[config.mk]
export PLATFORM = sky130hd
export DESIGN_NAME = ultd_top
export DESIGN_NICKNAME = d
export VERILOG_FILES = /design/src/ultd_pkg.sv /design/src/ultd_decode.sv /design/src/ultd_top.sv
export VERILOG_INCLUDE_DIRS = /design/src
export SDC_FILE = /design/constraint.sdc
export NUM_CORES = 1
export LEC_CHECK = 0
export BUFFER_PORTS_ARGS = -buffer_cell sky130_fd_sc_hd__buf_2
export CAP_MARGIN = 40
export CORE_MARGIN = 2
export CORE_UTILIZATION = 50
export CTS_BUF_LIST = sky130_fd_sc_hd__clkbuf_8
export CTS_CLUSTER_SIZE = 16
export DETAILED_ROUTE_END_ITERATION = 16
export PLACE_DENSITY = 0.88
export SLEW_MARGIN = 15
export SYNTH_ARGS = -nofsm -noshare
export SYNTH_HDL_FRONTEND = slang
export SYNTH_SLANG_ARGS = --single-unit
[constraint.sdc]
create_clock -name CORE_CLK -period 1.4 [get_ports CORE_CLK]
set_input_delay 0.42 -clock CORE_CLK [delete_from_list [all_inputs] [get_ports CORE_CLK]]
set_output_delay 0.42 -clock CORE_CLK [all_outputs]
set_load 0.05 [all_outputs]
[src/ultd_regs.svh]
`ifndef ULTD_REGS_SVH
`define ULTD_REGS_SVH

// register indices on the plain register port
`define ULTD_CTRL_ADDR        4'h0
`define ULTD_STAT_ADDR        4'h1
`define ULTD_RESET_ADDR       4'h2

// control register field positions
`define ULTD_XCVR_LSB         0
`define ULTD_TERM_BIT         2
`define ULTD_OPERATING_MODE_LSB       3
`define ULTD_DPREQ_BIT        5
`define ULTD_DMREQ_BIT        6

// reset values
`define ULTD_CTRL_RESET       8'h61
`define ULTD_RESET_BIT        0

// operating_mode and xcvr encodings
`define ULTD_OPERATING_MODE_NORMAL    2'h0
`define ULTD_OPERATING_MODE_TRISTATE  2'h1
`define ULTD_OPERATING_MODE_NODRIVE   2'h2
`define ULTD_XCVR_HS          2'h0

// internal reset duration in cycles
`define ULTD_SOFT_RESET_CYC   8'h08

`endif

[src/ultd_pkg.sv]
package ultd_pkg;
    typedef enum logic [1:0] {
        ULTD_IDLE  = 2'b00,
        ULTD_BUSY  = 2'b01,
        ULTD_DONE  = 2'b10
    } ultd_rst_state_t;

    typedef struct packed {
        logic       dm_req;
        logic       dp_req;
        logic [1:0] operating_mode;
        logic       term;
        logic [1:0] xcvr;
    } ultd_ctrl_t;
endpackage : ultd_pkg

[src/ultd_decode.sv]
`timescale 1ns/100ps
`include "ultd_regs.svh"

module ultd_decode (
    // control fields
    input  wire logic [1:0] xcvr,
    input  wire logic       term,
    input  wire logic [1:0] operating_mode,
    input  wire logic       dp_req,
    input  wire logic       dm_req,
    // resistor enables
    output logic            pullup_en,
    output logic            dp_pd_en,
    output logic            dm_pd_en,
    output logic            highspeed_termination_enable
);
    // pure table decode of the five fields
    always_comb begin
        if (operating_mode == `ULTD_OPERATING_MODE_TRISTATE) begin
            pullup_en = 1'b0;
            dp_pd_en  = 1'b0;
            dm_pd_en  = 1'b0;
            highspeed_termination_enable = 1'b0;
        end else begin
            dp_pd_en  = dp_req;
            dm_pd_en  = dm_req;
            highspeed_termination_enable = (xcvr == `ULTD_XCVR_HS) && !term;
            pullup_en = term && !dp_req;
        end
    end
endmodule : ultd_decode

[src/ultd_top.sv]
// What this block does
// line state chosen only from speed, termination, mode and two pull-down requests
// each resistor enable is a pure function of current field values
// link writes the field combination matching its wanted line state
// pull-up enable switches the 1.5 kohm resistor onto D+
// two pull-down enables each switch a 15 kohm resistor, D+ and D-
// termination enable switches 45 ohm terminations onto both lines
// mode 01b clears all four enables regardless of other fields
// power-up state enables both pull-downs only
// host chirp, high-speed, test: both pull-downs plus termination
// host full-speed and suspend: both pull-downs only
// host high/full-speed resume: both pull-downs, no pull-up or termination
// host low-speed and suspend: both pull-downs only
// host low-speed resume: both pull-downs, no pull-up or termination
// peripheral full-speed, suspend, resume: pull-up only
// peripheral high-speed and test: termination only
// peripheral chirp: pull-up, no termination, D- pull-down when requested
// OTG peripheral full-speed states: pull-up plus D- pull-down
// outside mode 01b: pull-downs mirror requests; termination and pull-up from fields
// enables registered, update two cycles after write, cleared by ARST_N reset
// reset bit holds direction high until reset ends, then self-clears
`timescale 1ns/100ps
`include "ultd_regs.svh"

module ultd_top (
    // clock and reset
    input  wire logic       CORE_CLK,
    input  wire logic       ARST_N,
    // register port
    input  wire logic [3:0] REG_ADDR,
    input  wire logic [7:0] REG_WDATA,
    input  wire logic       REG_WR,
    input  wire logic       REG_RD,
    output logic      [7:0] REG_RDATA,
    // link status
    output logic            LINK_DIR,
    output logic            RESET_DONE,
    // resistor enables
    output logic            DPLUS_PULLUP_ENABLE,
    output logic            DPLUS_PULLDOWN_ENABLE,
    output logic            DMINUS_PULLDOWN_ENABLE,
    output logic            HIGHSPEED_TERMINATION_ENABLE
);
    logic       rst_s1_reg;
    logic       rst_n;
    logic [7:0] ctrl_reg;
    logic [7:0] ctrl_next;
    logic [7:0] rdata_reg;
    logic [7:0] rdata_next;
    logic [7:0] cnt_reg;
    logic [7:0] cnt_next;
    logic       done_reg;
    logic       done_next;
    logic [3:0] en_reg;
    logic [3:0] en_next;
    logic       pu;
    logic       dpd;
    logic       dmd;
    logic       hst;
    ultd_pkg::ultd_ctrl_t    fields;
    ultd_pkg::ultd_rst_state_t st_reg;
    ultd_pkg::ultd_rst_state_t st_next;

    // reset release synchroniser
    always_ff @(posedge CORE_CLK or negedge ARST_N) begin
        if (!ARST_N) begin
            rst_s1_reg <= 1'b0;
            rst_n      <= 1'b0;
        end else begin
            rst_s1_reg <= 1'b1;
            rst_n      <= rst_s1_reg;
        end
    end

    assign fields = ultd_pkg::ultd_ctrl_t'(ctrl_reg[6:0]);

    // table decode
    ultd_decode u_decode (
        .xcvr      (fields.xcvr),
        .term      (fields.term),
        .operating_mode    (fields.operating_mode),
        .dp_req    (fields.dp_req),
        .dm_req    (fields.dm_req),
        .pullup_en (pu),
        .dp_pd_en  (dpd),
        .dm_pd_en  (dmd),
        .highspeed_termination_enable (hst)
    );

    // control register, read data, soft reset sequencer
    always_comb begin
        ctrl_next  = ctrl_reg;
        st_next    = st_reg;
        cnt_next   = cnt_reg;
        done_next  = 1'b0;
        rdata_next = 8'h00;
        if (REG_WR && REG_ADDR == `ULTD_CTRL_ADDR && st_reg != ultd_pkg::ULTD_BUSY) begin
            ctrl_next = {1'b0, REG_WDATA[6:0]};
        end
        unique case (st_reg)
            ultd_pkg::ULTD_IDLE: begin
                if (REG_WR && REG_ADDR == `ULTD_RESET_ADDR && REG_WDATA[`ULTD_RESET_BIT]) begin
                    st_next  = ultd_pkg::ULTD_BUSY;
                    cnt_next = `ULTD_SOFT_RESET_CYC;
                end
            end
            ultd_pkg::ULTD_BUSY: begin
                ctrl_next = `ULTD_CTRL_RESET;
                cnt_next  = cnt_reg - 8'h01;
                if (cnt_reg == 8'h01) begin
                    st_next = ultd_pkg::ULTD_DONE;
                end
            end
            ultd_pkg::ULTD_DONE: begin
                done_next = 1'b1;
                st_next   = ultd_pkg::ULTD_IDLE;
            end
            default: begin
                st_next = ultd_pkg::ULTD_IDLE;
            end
        endcase
        if (REG_RD) begin
            unique case (REG_ADDR)
                `ULTD_CTRL_ADDR:  rdata_next = ctrl_reg;
                `ULTD_STAT_ADDR:  rdata_next = {4'h0, en_reg};
                `ULTD_RESET_ADDR: rdata_next = {7'h00, st_reg == ultd_pkg::ULTD_BUSY};
                default:          rdata_next = 8'h00;
            endcase
        end
    end

    // resistor enables follow the decode one cycle later
    always_comb begin
        en_next = {hst, dmd, dpd, pu};
    end

    always_ff @(posedge CORE_CLK or negedge rst_n) begin
        if (!rst_n) begin
            ctrl_reg  <= `ULTD_CTRL_RESET;
            st_reg    <= ultd_pkg::ULTD_IDLE;
            cnt_reg   <= 8'h00;
            done_reg  <= 1'b0;
            rdata_reg <= 8'h00;
            en_reg    <= 4'h0;
        end else begin
            ctrl_reg  <= ctrl_next;
            st_reg    <= st_next;
            cnt_reg   <= cnt_next;
            done_reg  <= done_next;
            rdata_reg <= rdata_next;
            en_reg    <= en_next;
        end
    end

    assign REG_RDATA                    = rdata_reg;
    assign LINK_DIR                     = (st_reg == ultd_pkg::ULTD_BUSY) || !rst_n;
    assign RESET_DONE                   = done_reg;
    assign DPLUS_PULLUP_ENABLE          = en_reg[0];
    assign DPLUS_PULLDOWN_ENABLE        = en_reg[1];
    assign DMINUS_PULLDOWN_ENABLE       = en_reg[2];
    assign HIGHSPEED_TERMINATION_ENABLE = en_reg[3];
endmodule : ultd_top

==> summary.txt, run 1 <==
outcome -> complete, but fails checks
failing checks -> setup timing
Sum Neg Setup Slack -> -0.482 ns
unrepaired setup endpoints after global routing -> yes
Worst Setup Start Kind -> flop
WS Path Type -> reg -> out
ANT nets after route -> 0
Die Span X -> 56.6 µm
P_sw -> 0.920 mW
clk slew on worst S/H paths -> 0.06 ns
Placeable Area -> 2690 µm²
H-tree depth -> 2
# DRC -> 0
n_diodes -> 0
fin util -> 66.3%
PD cells -> 1580 nW/µm²
Fmax achieved -> 643 MHz
Seq/Total Area, Yosys -> 56.3%
#FFs+latches synth -> 31
GRT Util Overall -> 20.4%
GP Congestion -> 0.826
Final Skew -> 0.00213 ns
worst-case reg-to-reg path depth -> 3
Fill cells -> 221
Worst Path Required -> 0.98 ns
fin crit period -> 1.56 ns
commonest non-fill, non-tap cell in the layout -> dfrtp_1
DP HPWL -> 2140 µm
CP arrival -> 1.14 ns
Vias/cell -> 5.38
Hold WS -> 0.319 ns
Crit path largest cell delay -> 0.39 ns
CP Cell Sequence -> buf_6 -> nand2b_4 -> nand2_4 -> buf_8
Sink Count -> 31
Setup violations, final -> 7
Hold Violations, Final -> 0
Yosys cell types -> 38
number of flip-flops in the largest register -> 8
max-slew violation count -> 0
VDD IR-drop max -> 1.07 mV
synthesized instance count -> 126
average cell area after synthesis -> 11.0 µm²
CP max FO -> 3
Clk Latency, worst-skew pair -> 0.28 ns
first-pass GRT wire length -> 4790 µm
synth warn -> 0
Die H -> 56.6 µm
slowest cell on the critical path -> dfrtp_1
Seq. cell area -> 781 µm²
vias in the first global route -> 1,116
Initial Util -> 51.6%
Synth Net Count -> 144
Final WS setup -> -0.156 ns
largest net degree at the start of global routing -> 30
CTS tree -> yes
Multi-input gate area -> 574 µm²
initial antenna violation count -> 0
Core Rows -> 19
Comb power frac -> 30.5%
period utilization -> 111%
initial detailed-routing violation count -> 16
synthesized cell area -> 1390 µm²
Clk pwr share -> 26.5%
CTS Root Cell -> clkbuf_8
Num CTS Buffers -> 5
Post-Place Cell Area -> 1620 µm²
Die ar. -> 3210 µm²
total gr overflow -> 0
Finished Cell Area -> 1780 µm²
count of TritonRoute iterations in the first routing pass -> 4
drt wl/cell -> 14.0 µm
Area Overhead vs Synth -> 28.5%
Reg power frac -> 43.0%
share of cells above drive strength 1 -> 37.4%
Max Root-Sink Buffers -> 2
Worst Hold Class -> reg -> async
Leakage -> 0.861 nW
Layout Nets -> 188
IO Pins -> 30
final WL -> 2820 µm
most frequent cells in the layout -> dfrtp_1 (27), buf_2 (26), buf_4 (14)
switching part of the total -> 32.8%
vias -> 1,086
Pint -> 1.88 mW
Crit. End Element -> output port
I/O Buffers -> 27
maximum capacitance violations -> 0
==> per-stage QoR <==
| step | std cells | total power [mW] | setup WS, ns |
|---|---|---|---|
| 2_1_floorplan | 126 | 1.75 | -0.115 |
| 3_3_place_gp | 191 | 1.97 | -0.256 |
| 3_5_place_dp | 191 | 2.03 | -0.304 |
| 4_1_cts | 201 | 2.82 | -0.176 |
| 5_1_grt | 202 | 2.99 | -0.195 |
| 6_report | 202 | 2.80 | -0.156 |
==> worst max-delay path: cells and delay by family (launching register included) <==
| family | cells | cell delay (ns) |
|---|---|---|
| AND/OR/NAND/NOR | 2 | 0.20 |
| flip-flops | 1 | 0.39 |
| buffers and inverters | 2 | 0.26 |
==> power groups by stage <==
| stage | Clock [mW] | Sequential, mW | Combinational [mW] |
|---|---|---|---|
| global route | 0.813 | 1.23 | 0.944 |
| floorplan | 0 | 1.26 | 0.493 |
| finish | 0.742 | 1.21 | 0.855 |
| CTS | 0.768 | 1.20 | 0.846 |
| global placement | 0 | 1.20 | 0.772 |
| detailed placement | 0 | 1.22 | 0.810 |
==> cell type report <==
| cell class | count | area share, % |
|---|---|---|
| clock buffers | 7 | 5.41 |
| clock inverters | 1 | 0.211 |
| inverters | 4 | 0.843 |
| well taps | 31 | 2.18 |
| repair buffers | 43 | 15.2 |
| flip-flops and latches | 31 | 43.9 |
| multi-input cells | 85 | 32.3 |
==> final timing paths <==
path	startpoint	to	slack (ns)
setup / recovery	st_reg[1]$_DFFE_PN0P_	LINK_DIR	-0.16
hold / removal	rst_n$_DFF_PN0_	REG_RDATA[6]$_DFF_PN0_	0.32
setup reg to reg	st_reg[0]$_DFFE_PN0P_	cnt_reg[4]$_DFFE_PN0P_	-0.07
hold reg to reg	rst_n$_DFF_PN0_	REG_RDATA[6]$_DFF_PN0_	0.32
max in group asynchronous	rst_n$_DFF_PN0_	ctrl_reg[0]$_DFFE_PN1P_	0.77
min in group CORE_CLK	rst_s1_reg$_DFF_PN0_	rst_n$_DFF_PN0_	0.35
==> synthesized netlist by cell type <==
cell type	instances	area share (%)
a21bo_2	1	0.72
or4b_2	1	0.72
or4b_4	1	0.99
mux2i_1	6	4.3
nand4b_1	1	0.63
buf_6	2	1.6
buf_4	1	0.54
conb_1	2	0.54
nand3_1	11	4.0
nand4_1	1	0.45
o21ai_0	12	4.3
xor2_1	1	0.63
or4bb_1	1	0.81
inv_1	4	1.1
and2_1	5	2.3
o221ai_2	1	1.1
ha_1	2	1.8
nor4b_2	1	1.1
dfrtp_1	28	51
or3_1	1	0.45
and3_1	1	0.45
a21oi_1	6	2.2
nor2b_1	3	1.4
nor2_1	9	2.4
a31o_2	1	0.63
nand3b_1	1	0.54
dfstp_2	3	5.7
or2_2	1	0.45
nand2b_1	3	1.4
nand2_1	3	0.81
nor4_1	2	0.90
o31ai_1	1	0.54
nor3_1	1	0.36
nand4bb_1	1	0.81
o22ai_1	2	0.90
a21o_1	1	0.54
nor3b_1	1	0.54
clkbuf_1	3	0.81
==> layer usage <==
layer  vias up  GRT usage (%)  wire [µm]
met5         -              0          0
met1       527           21.6       1100
met3         7           7.83        152
met2        22           36.0       1520
met4         0           8.16         48
li1        530              -          -
==> cells by family (layout without fill, tap and decap cells) <==
logic type      after synthesis  in the layout  share of synthesized area [%]
compound gates               25             25                           10.9
xor+xnor                      1              1                          0.632
fa+ha+maj                     2              2                           1.81
buf+inv                      10             55                           4.06
flops                        31             31                           56.3
mux                           6              6                           4.34
other cells                   2              2                          0.542
simple gates                 49             49                           21.4
==> what timing repair did <==
item	in CTS	in global routing
endpoints found under the hold margin	2	0
buffers inserted	1	1
hold buffers	1	0
pin swaps	1	0
gates resized for setup	6	5
endpoints found under the setup margin	10	13
(Power assumes the default switching activity.)
==> run 2, diff against run 1 <==
--- a/config.mk
+++ b/config.mk
@@ -6,6 +6,7 @@
 export SDC_FILE = /design/constraint.sdc
 export NUM_CORES = 1
 export LEC_CHECK = 0
+export ABC_AREA = 1
 export BUFFER_PORTS_ARGS = -buffer_cell sky130_fd_sc_hd__buf_2
 export CAP_MARGIN = 40
 export CORE_MARGIN = 2
==> run 2 against run 1 <==
Net effect: the run still ends with setup timing left; clock skew up 0.0036 ns; non-clock buffer count down 10; utilization down 2.0 points; via count up 13%; die area up 5.1%; combinational power up 50%; sequential power up 6%; fmax up 9.1%; critical path type unchanged; critical endpoint unchanged; largest cell class unchanged.
==> summary.txt, run 2 <==
outcome -> complete, but fails checks
failing checks -> setup timing
Placeable Area -> 2760 µm² (+2.7%)
Seq/Total Area, Yosys -> 53.3% (-2.9 points)
first-pass GRT wire length -> 5060 µm (+5.6%)
Crit. End Element -> output port
Die Span X -> 58.1 µm (+2.5%)
initial antenna violation count -> 0 (unchanged)
Initial Util -> 53.0% (+1.4 points)
count of TritonRoute iterations in the first routing pass -> 4 (unchanged)
CTS Root Cell -> clkbuf_8
reg2reg end -> cnt_reg[6]$_DFFE_PN0P_
Final Skew -> 0.00572 ns (+0.00359 ns)
GP Congestion -> 0.801 (-3.0%)
CP arrival -> 1.01 ns (-0.13 ns)
synth warn -> 0 (unchanged)
Fill cells -> 219 (-0.90%)
Leakage -> 0.967 nW (+12%)
ANT nets after route -> 0 (unchanged)
unrepaired setup endpoints after global routing -> yes
EDFF count, synth -> 0 (unchanged)
IO Pins -> 30 (unchanged)
Synth Net Count -> 185 (+28%)
Crit. Startpoint -> st_reg[1]$_DFFE_PN0P_
Worst Path Required -> 0.98 ns (about the same)
Sink Count -> 31 (unchanged)
commonest non-fill, non-tap cell in the layout -> nand2_1
slowest cell on the critical path -> dfrtp_1
synthesized instance count -> 167 (+33%)
number of flip-flops in the largest register -> 8 (unchanged)
Worst R2R Start -> st_reg[1]$_DFFE_PN0P_
CP max FO -> 2 (-1)
Final WS setup -> -0.0266 ns (+0.129 ns)
Yosys cell types -> 23 (-39%)
fin crit period -> 1.43 ns (-0.129 ns)
vias in the first global route -> 1,213 (+8.7%)
synth top area cells -> dfrtp_1 (48%), nand2_1 (10%), dfstp_2 (5.4%)
total gr overflow -> 0 (unchanged)
Die ar. -> 3370 µm² (+5.1%)
Layout Nets -> 223 (+19%)
Setup violations, final -> 1 (-6)
I/O Buffers -> 27 (unchanged)
Synth area leader -> dfrtp_1
Hold Violations, Final -> 0 (unchanged)
drt wl/cell -> 12.9 µm (-7.8%)
synthesized cell area -> 1460 µm² (+5.5%)
n_diodes -> 0 (unchanged)
period utilization -> 102% (-9.2 points)
vias -> 1,229 (+13%)
Worst Hold Class -> reg -> async
CP Cell Sequence -> inv_2 -> nand2_4 -> nand2_4 -> buf_8
VDD IR-drop max -> 1.18 mV (+9.6%)
worst-case reg-to-reg path depth -> 8 (+5)
most common cell in the netlist -> nand2_1
maximum capacitance violations -> 0 (unchanged)
R2R Setup Slk -> 0.11 ns (+0.18 ns)
fin util -> 64.2% (-2.0 points)
final WL -> 3050 µm (+8.1%)
top_reg_cell synth -> dfrtp_1
Num CTS Buffers -> 5 (unchanged)
Multi-input gate area -> 582 µm² (+1.3%)
Clk Latency, worst-skew pair -> 0.28 ns (about the same)
WS Path Type -> reg -> out
Seq. cell area -> 781 µm² (unchanged)
#FFs+latches synth -> 31 (unchanged)
Sum Neg Setup Slack -> -0.0266 ns (+0.455 ns)
H-tree depth -> 2 (unchanged)
async set-reset flop share out of synthesis -> 100% (unchanged)
GRT Util Overall -> 20.9% (+0.49 points)
# DRC -> 0 (unchanged)
Crit path largest cell delay -> 0.38 ns (about the same)
Post-Place Cell Area -> 1640 µm² (+1.0%)
leading post-synthesis cells by instance count -> nand2_1 (40), dfrtp_1 (28), inv_1 (16)
CTS tree -> yes
average cell area after synthesis -> 8.75 µm² (-20%)
clk slew on worst S/H paths -> 0.06 ns (about the same)
Vias/cell -> 5.19 (-3.5%)
share of cells above drive strength 1 -> 32.0% (-5.4 points)
Fmax achieved -> 701 MHz (+9.1%)
Die H -> 58.1 µm (+2.5%)
max-slew violation count -> 0 (unchanged)
Finished Cell Area -> 1770 µm² (-0.49%)
Most common cell on crit path -> nand2_4
largest net degree at the start of global routing -> 30 (unchanged)
Max Root-Sink Buffers -> 2 (unchanged)
Synth top area share -> 47.9% (-2.6 points)
Core Rows -> 19 (unchanged)
PD cells -> 1810 nW/µm² (+15%)
Worst Setup Start Kind -> flop
DP HPWL -> 2160 µm (+1.0%)
most frequent cells in the layout -> nand2_1 (39), dfrtp_1 (27), buf_2 (26)
Area Overhead vs Synth -> 21.2%
initial detailed-routing violation count -> 41 (+25)
run 2: cell types whose count changed after synthesis, sizes merged, moves of 4 or more:
cell,change
inv,+21
nor2,+11
nand4,+8
nand2,+44
mux2i,-6
and2,-5
nand3,+4
run 2: cell families (layout without fill, tap and decap cells):
| kind of cell | Yosys count | count (layout) | synth area share (%) |
|---|---|---|---|
| adder cells (fa/ha/maj) | 2 | 2 | 1.71 |
| other | 2 | 2 | 0.514 |
| flip-flops | 31 | 31 | 53.3 |
| buffers and inverters | 27 | 66 | 7.88 |
| AND/OR/NAND/NOR | 93 | 93 | 32.4 |
| AO/OA/AOI/OAI | 12 | 12 | 4.11 |
run 2: metrics by stage:
stage	hold slack, ns	cells	setup slack (ns)	power [mW]
detailed placement	0.211	225	0.100	2.46
global placement	0.204	225	0.109	2.40
floorplan	0.124	167	0.00538	2.19
CTS	0.316	237	-0.0489	3.19
global route	0.345	237	-0.0781	3.43
finish	0.335	237	-0.0266	3.20
run 2: cell type report:
cell class	count	area share (%)
clock buffers	5	3.88
well taps	31	2.19
multi-input cells	109	32.8
clock inverters	3	0.706
inverters	25	5.44
repair buffers	33	10.9
flip-flops and latches	31	44.1
run 2: how the worst max path moves through the flow:
stage	end	slack, ns	cells after the start
after detailed placement	cnt_reg[7]$_DFFE_PN0P_	0.10	7
after floorplan	LINK_DIR	0.005	1
final	LINK_DIR	-0.03	4
after CTS	LINK_DIR	-0.05	4
after global routing	LINK_DIR	-0.08	4
after global placement	cnt_reg[7]$_DFFE_PN0P_	0.11	7
run 2: routing by layer:
layer  track usage [%]  share of wire (%)
met1              23.1                 39
met2              34.1                 50
met3              8.71                7.7
met4              11.3                3.1
met5                 0                  0
run 2: what timing repair did:
action / 4_1_cts / 5_1_grt
hold buffers: 1 / 0
pin swaps: 1 / 1
setup buffers: 3 / 0
endpoints found under the hold margin: 2 / 0
resized for setup: 4 / 2
cloned: 0 / 0
endpoints found under the setup margin: 1 / 1
run 2: critical path, delay by kind of cell (launching register included):
family / cells / cell delay, ns
buffers and inverters: 2 / 0.22
and+or+nand+nor: 2 / 0.12
DFF: 1 / 0.38
run 2: power by group:
group          switching (mW)  internal, mW  total (mW)
sequential              0.143          1.14        1.28
combinational           0.870         0.408        1.28
clock                   0.308         0.333       0.641
total                    1.32          1.88        3.20
==> run 3, diff against run 2 <==
--- a/config.mk
+++ b/config.mk
@@ -15,6 +15,7 @@
 export CTS_CLUSTER_SIZE = 16
 export DETAILED_ROUTE_END_ITERATION = 16
 export PLACE_DENSITY = 0.88
+export SETUP_SLACK_MARGIN = 0.05
 export SLEW_MARGIN = 15
 export SYNTH_ARGS = -nofsm -noshare
 export SYNTH_HDL_FRONTEND = slang
==> run 3 against run 2 <==
Net effect: wire length grew 2.8%; worst hold slack about the same; cell area is 2.2% higher; the flow still finishes with violations (setup timing).
==> summary.txt, run 3 (synthesis results as in run 2) <==
GRT Util Overall -> 20.3% (-0.64 points)
failing checks -> setup timing
share of cells above drive strength 1 -> 32.9% (+0.81 points)
Fmax achieved -> 695 MHz (-0.87%)
WS Path Type -> reg -> out
Reg power frac -> 38.4% (-1.6 points)
Layout Nets -> 224 (+0.45%)
Fill cells -> 238 (+8.7%)
CP arrival -> 1.02 ns (about the same)
Vias/cell -> 5.23 (+0.80%)
Crit. End Element -> output port
Pint -> 2.00 mW (+6.2%)
PD cells -> 1840 nW/µm² (+1.9%)
IO Pins -> 30 (unchanged)
Sink Count -> 31 (unchanged)
GP Congestion -> 0.839 (+4.7%)
most frequent cells in the layout -> nand2_1 (39), dfrtp_1 (27), buf_2 (24)
drt wl/cell -> 13.2 µm (+2.4%)
commonest non-fill, non-tap cell in the layout -> nand2_1
Max Root-Sink Buffers -> 2 (unchanged)
ANT nets after route -> 0 (unchanged)
Num CTS Buffers -> 5 (unchanged)
Post-Place Cell Area -> 1640 µm² (+0.15%)
clk slew on worst S/H paths -> 0.06 ns (about the same)
CTS tree -> yes
Hold Violations, Final -> 0 (unchanged)
unrepaired setup endpoints after global routing -> yes
largest net degree at the start of global routing -> 30 (unchanged)
Initial Util -> 53.0% (unchanged)
final WL -> 3130 µm (+2.8%)
switching part of the total -> 40.1% (-1.2 points)
Post-Layout Cell Count -> 238 (+0.42%)
DP Worst Slack -> 0.0937 ns (-0.00667 ns)
total gr overflow -> 0 (unchanged)
period utilization -> 103% (+0.89 points)
fin crit period -> 1.44 ns (+0.0125 ns)
H-tree depth -> 2 (unchanged)
Clk Latency, worst-skew pair -> 0.29 ns (about the same)
Hold WS -> 0.334 ns (-0.000233 ns)
VDD IR-drop max -> 1.33 mV (+13%)
Worst Hold Class -> in -> reg
Placed Instances -> 225 (unchanged)
maximum capacitance violations -> 0 (unchanged)
Worst Setup Start Kind -> flop
outcome -> complete, but fails checks
Finished Cell Area -> 1810 µm² (+2.2%)
Leakage -> 0.976 nW (+0.89%)
Final WS setup -> -0.0391 ns (-0.0125 ns)
Die Span X -> 58.1 µm (unchanged)
n_diodes -> 0 (unchanged)
CP max FO -> 2 (unchanged)
DP HPWL -> 2030 µm (-6.0%)
Core Rows -> 19 (unchanged)
P_sw -> 1.34 mW (+1.1%)
initial detailed-routing violation count -> 65 (+59%)
max-slew violation count -> 0 (unchanged)
# DRC -> 0 (unchanged)
vias in the first global route -> 1,158 (-4.5%)
Die ar. -> 3370 µm² (unchanged)
total power -> 3.33 mW (+4.1%)
count of TritonRoute iterations in the first routing pass -> 4 (unchanged)
I/O Buffers -> 27 (unchanged)
CTS Root Cell -> clkbuf_8
Setup violations, final -> 1 (unchanged)
first-pass GRT wire length -> 4950 µm (-2.0%)
initial antenna violation count -> 0 (unchanged)
Comb power frac -> 38.5% (-1.4 points)
number of flip-flops in the largest register -> 8 (unchanged)
Clk pwr share -> 23.1% (+3.1 points)
Final Skew -> 0.00283 ns (-0.00289 ns)
Placeable Area -> 2760 µm² (unchanged)
vias -> 1,244 (+1.2%)
Area Overhead vs Synth -> 23.9%
Worst Path Required -> 0.98 ns (about the same)
Die H -> 58.1 µm (unchanged)
[run 3: cell count changes in the layout (fill, tap and decap cells not counted)]
| cell | before | now |
|---|---|---|
| buf_2 | 26 | 24 |
| buf_4 | 5 | 6 |
| clkbuf_4 | 0 | 2 |
| clkbuf_8 | 5 | 7 |
| clkinv_2 | 1 | 0 |
| dfrtp_2 | 1 | 0 |
| dfrtp_4 | 0 | 1 |
| inv_1 | 18 | 17 |
| nor2_2 | 2 | 1 |
| nor2_4 | 4 | 5 |
[run 3: repair_timing]
action	4_1_cts	5_1_grt
resized for setup	4	5
setup endpoints to repair	1	4
setup buffers	3	1
hold buffers	1	0
endpoints found under the hold margin	2	0
[run 3: area by class of cell]
cell class,instances,area (µm²),area share [%]
clock buffers,7,96.3,5.32
clock inverters,1,3.75,0.207
inverters,25,96.3,5.32
multi-input cells,109,587,32.4
flip-flops and latches,31,783,43.3
well taps,31,38.8,2.14
repair buffers,34,205,11.3
[run 3: final timing paths]
path	start	to	slack, ns	depth (start not counted)
worst max-delay path	st_reg[1]$_DFFE_PN0P_	LINK_DIR	-0.04	4
worst max register to register	st_reg[1]$_DFFE_PN0P_	cnt_reg[6]$_DFFE_PN0P_	0.15	8
worst min-delay path	REG_WDATA[4]	ctrl_reg[4]$_DFFE_PN0P_	0.33	3
min in group asynchronous	rst_n$_DFF_PN0_	cnt_reg[3]$_DFFE_PN0P_	0.36	1
max in group asynchronous	rst_n$_DFF_PN0_	ctrl_reg[0]$_DFFE_PN1P_	0.73	1
worst min register to register	rst_n$_DFF_PN0_	cnt_reg[3]$_DFFE_PN0P_	0.36	1
[run 3: critical path, cell delays in order (launching register included)]
cell	delay [ns]
dfrtp_1	0.38
inv_2	0.08
nand2_4	0.06
nand2_4	0.06
buf_8	0.14
[run 3: layer usage]
layer | share of wire [%] | global-route usage, % | wire length, µm | vias to the layer above
li1 | - | - | - | 603
met1 | 42 | 26.4 | 1330 | 576
met2 | 47 | 30.0 | 1490 | 50
met3 | 6.9 | 7.81 | 216 | 15
met4 | 3.4 | 8.97 | 105 | 0
met5 | 0 | 0 | 0 | -
[run 3: metrics by stage]
stage / setup TNS, ns / util, %
2_1_floorplan: 0 / -
3_3_place_gp: 0 / 59.4
3_5_place_dp: 0 / 59.4
4_1_cts: -0.0328 / 64.7
5_1_grt: -0.0932 / 65.7
6_report: -0.0391 / 65.7
[run 3: power by group through the flow]
stage,clock network [mW],registers [mW],logic (mW)
floorplan,0,1.41,0.786
global placement,0,1.28,1.12
detailed placement,0,1.28,1.15
CTS,0.774,1.27,1.23
global route,0.835,1.31,1.44
finish,0.770,1.28,1.28
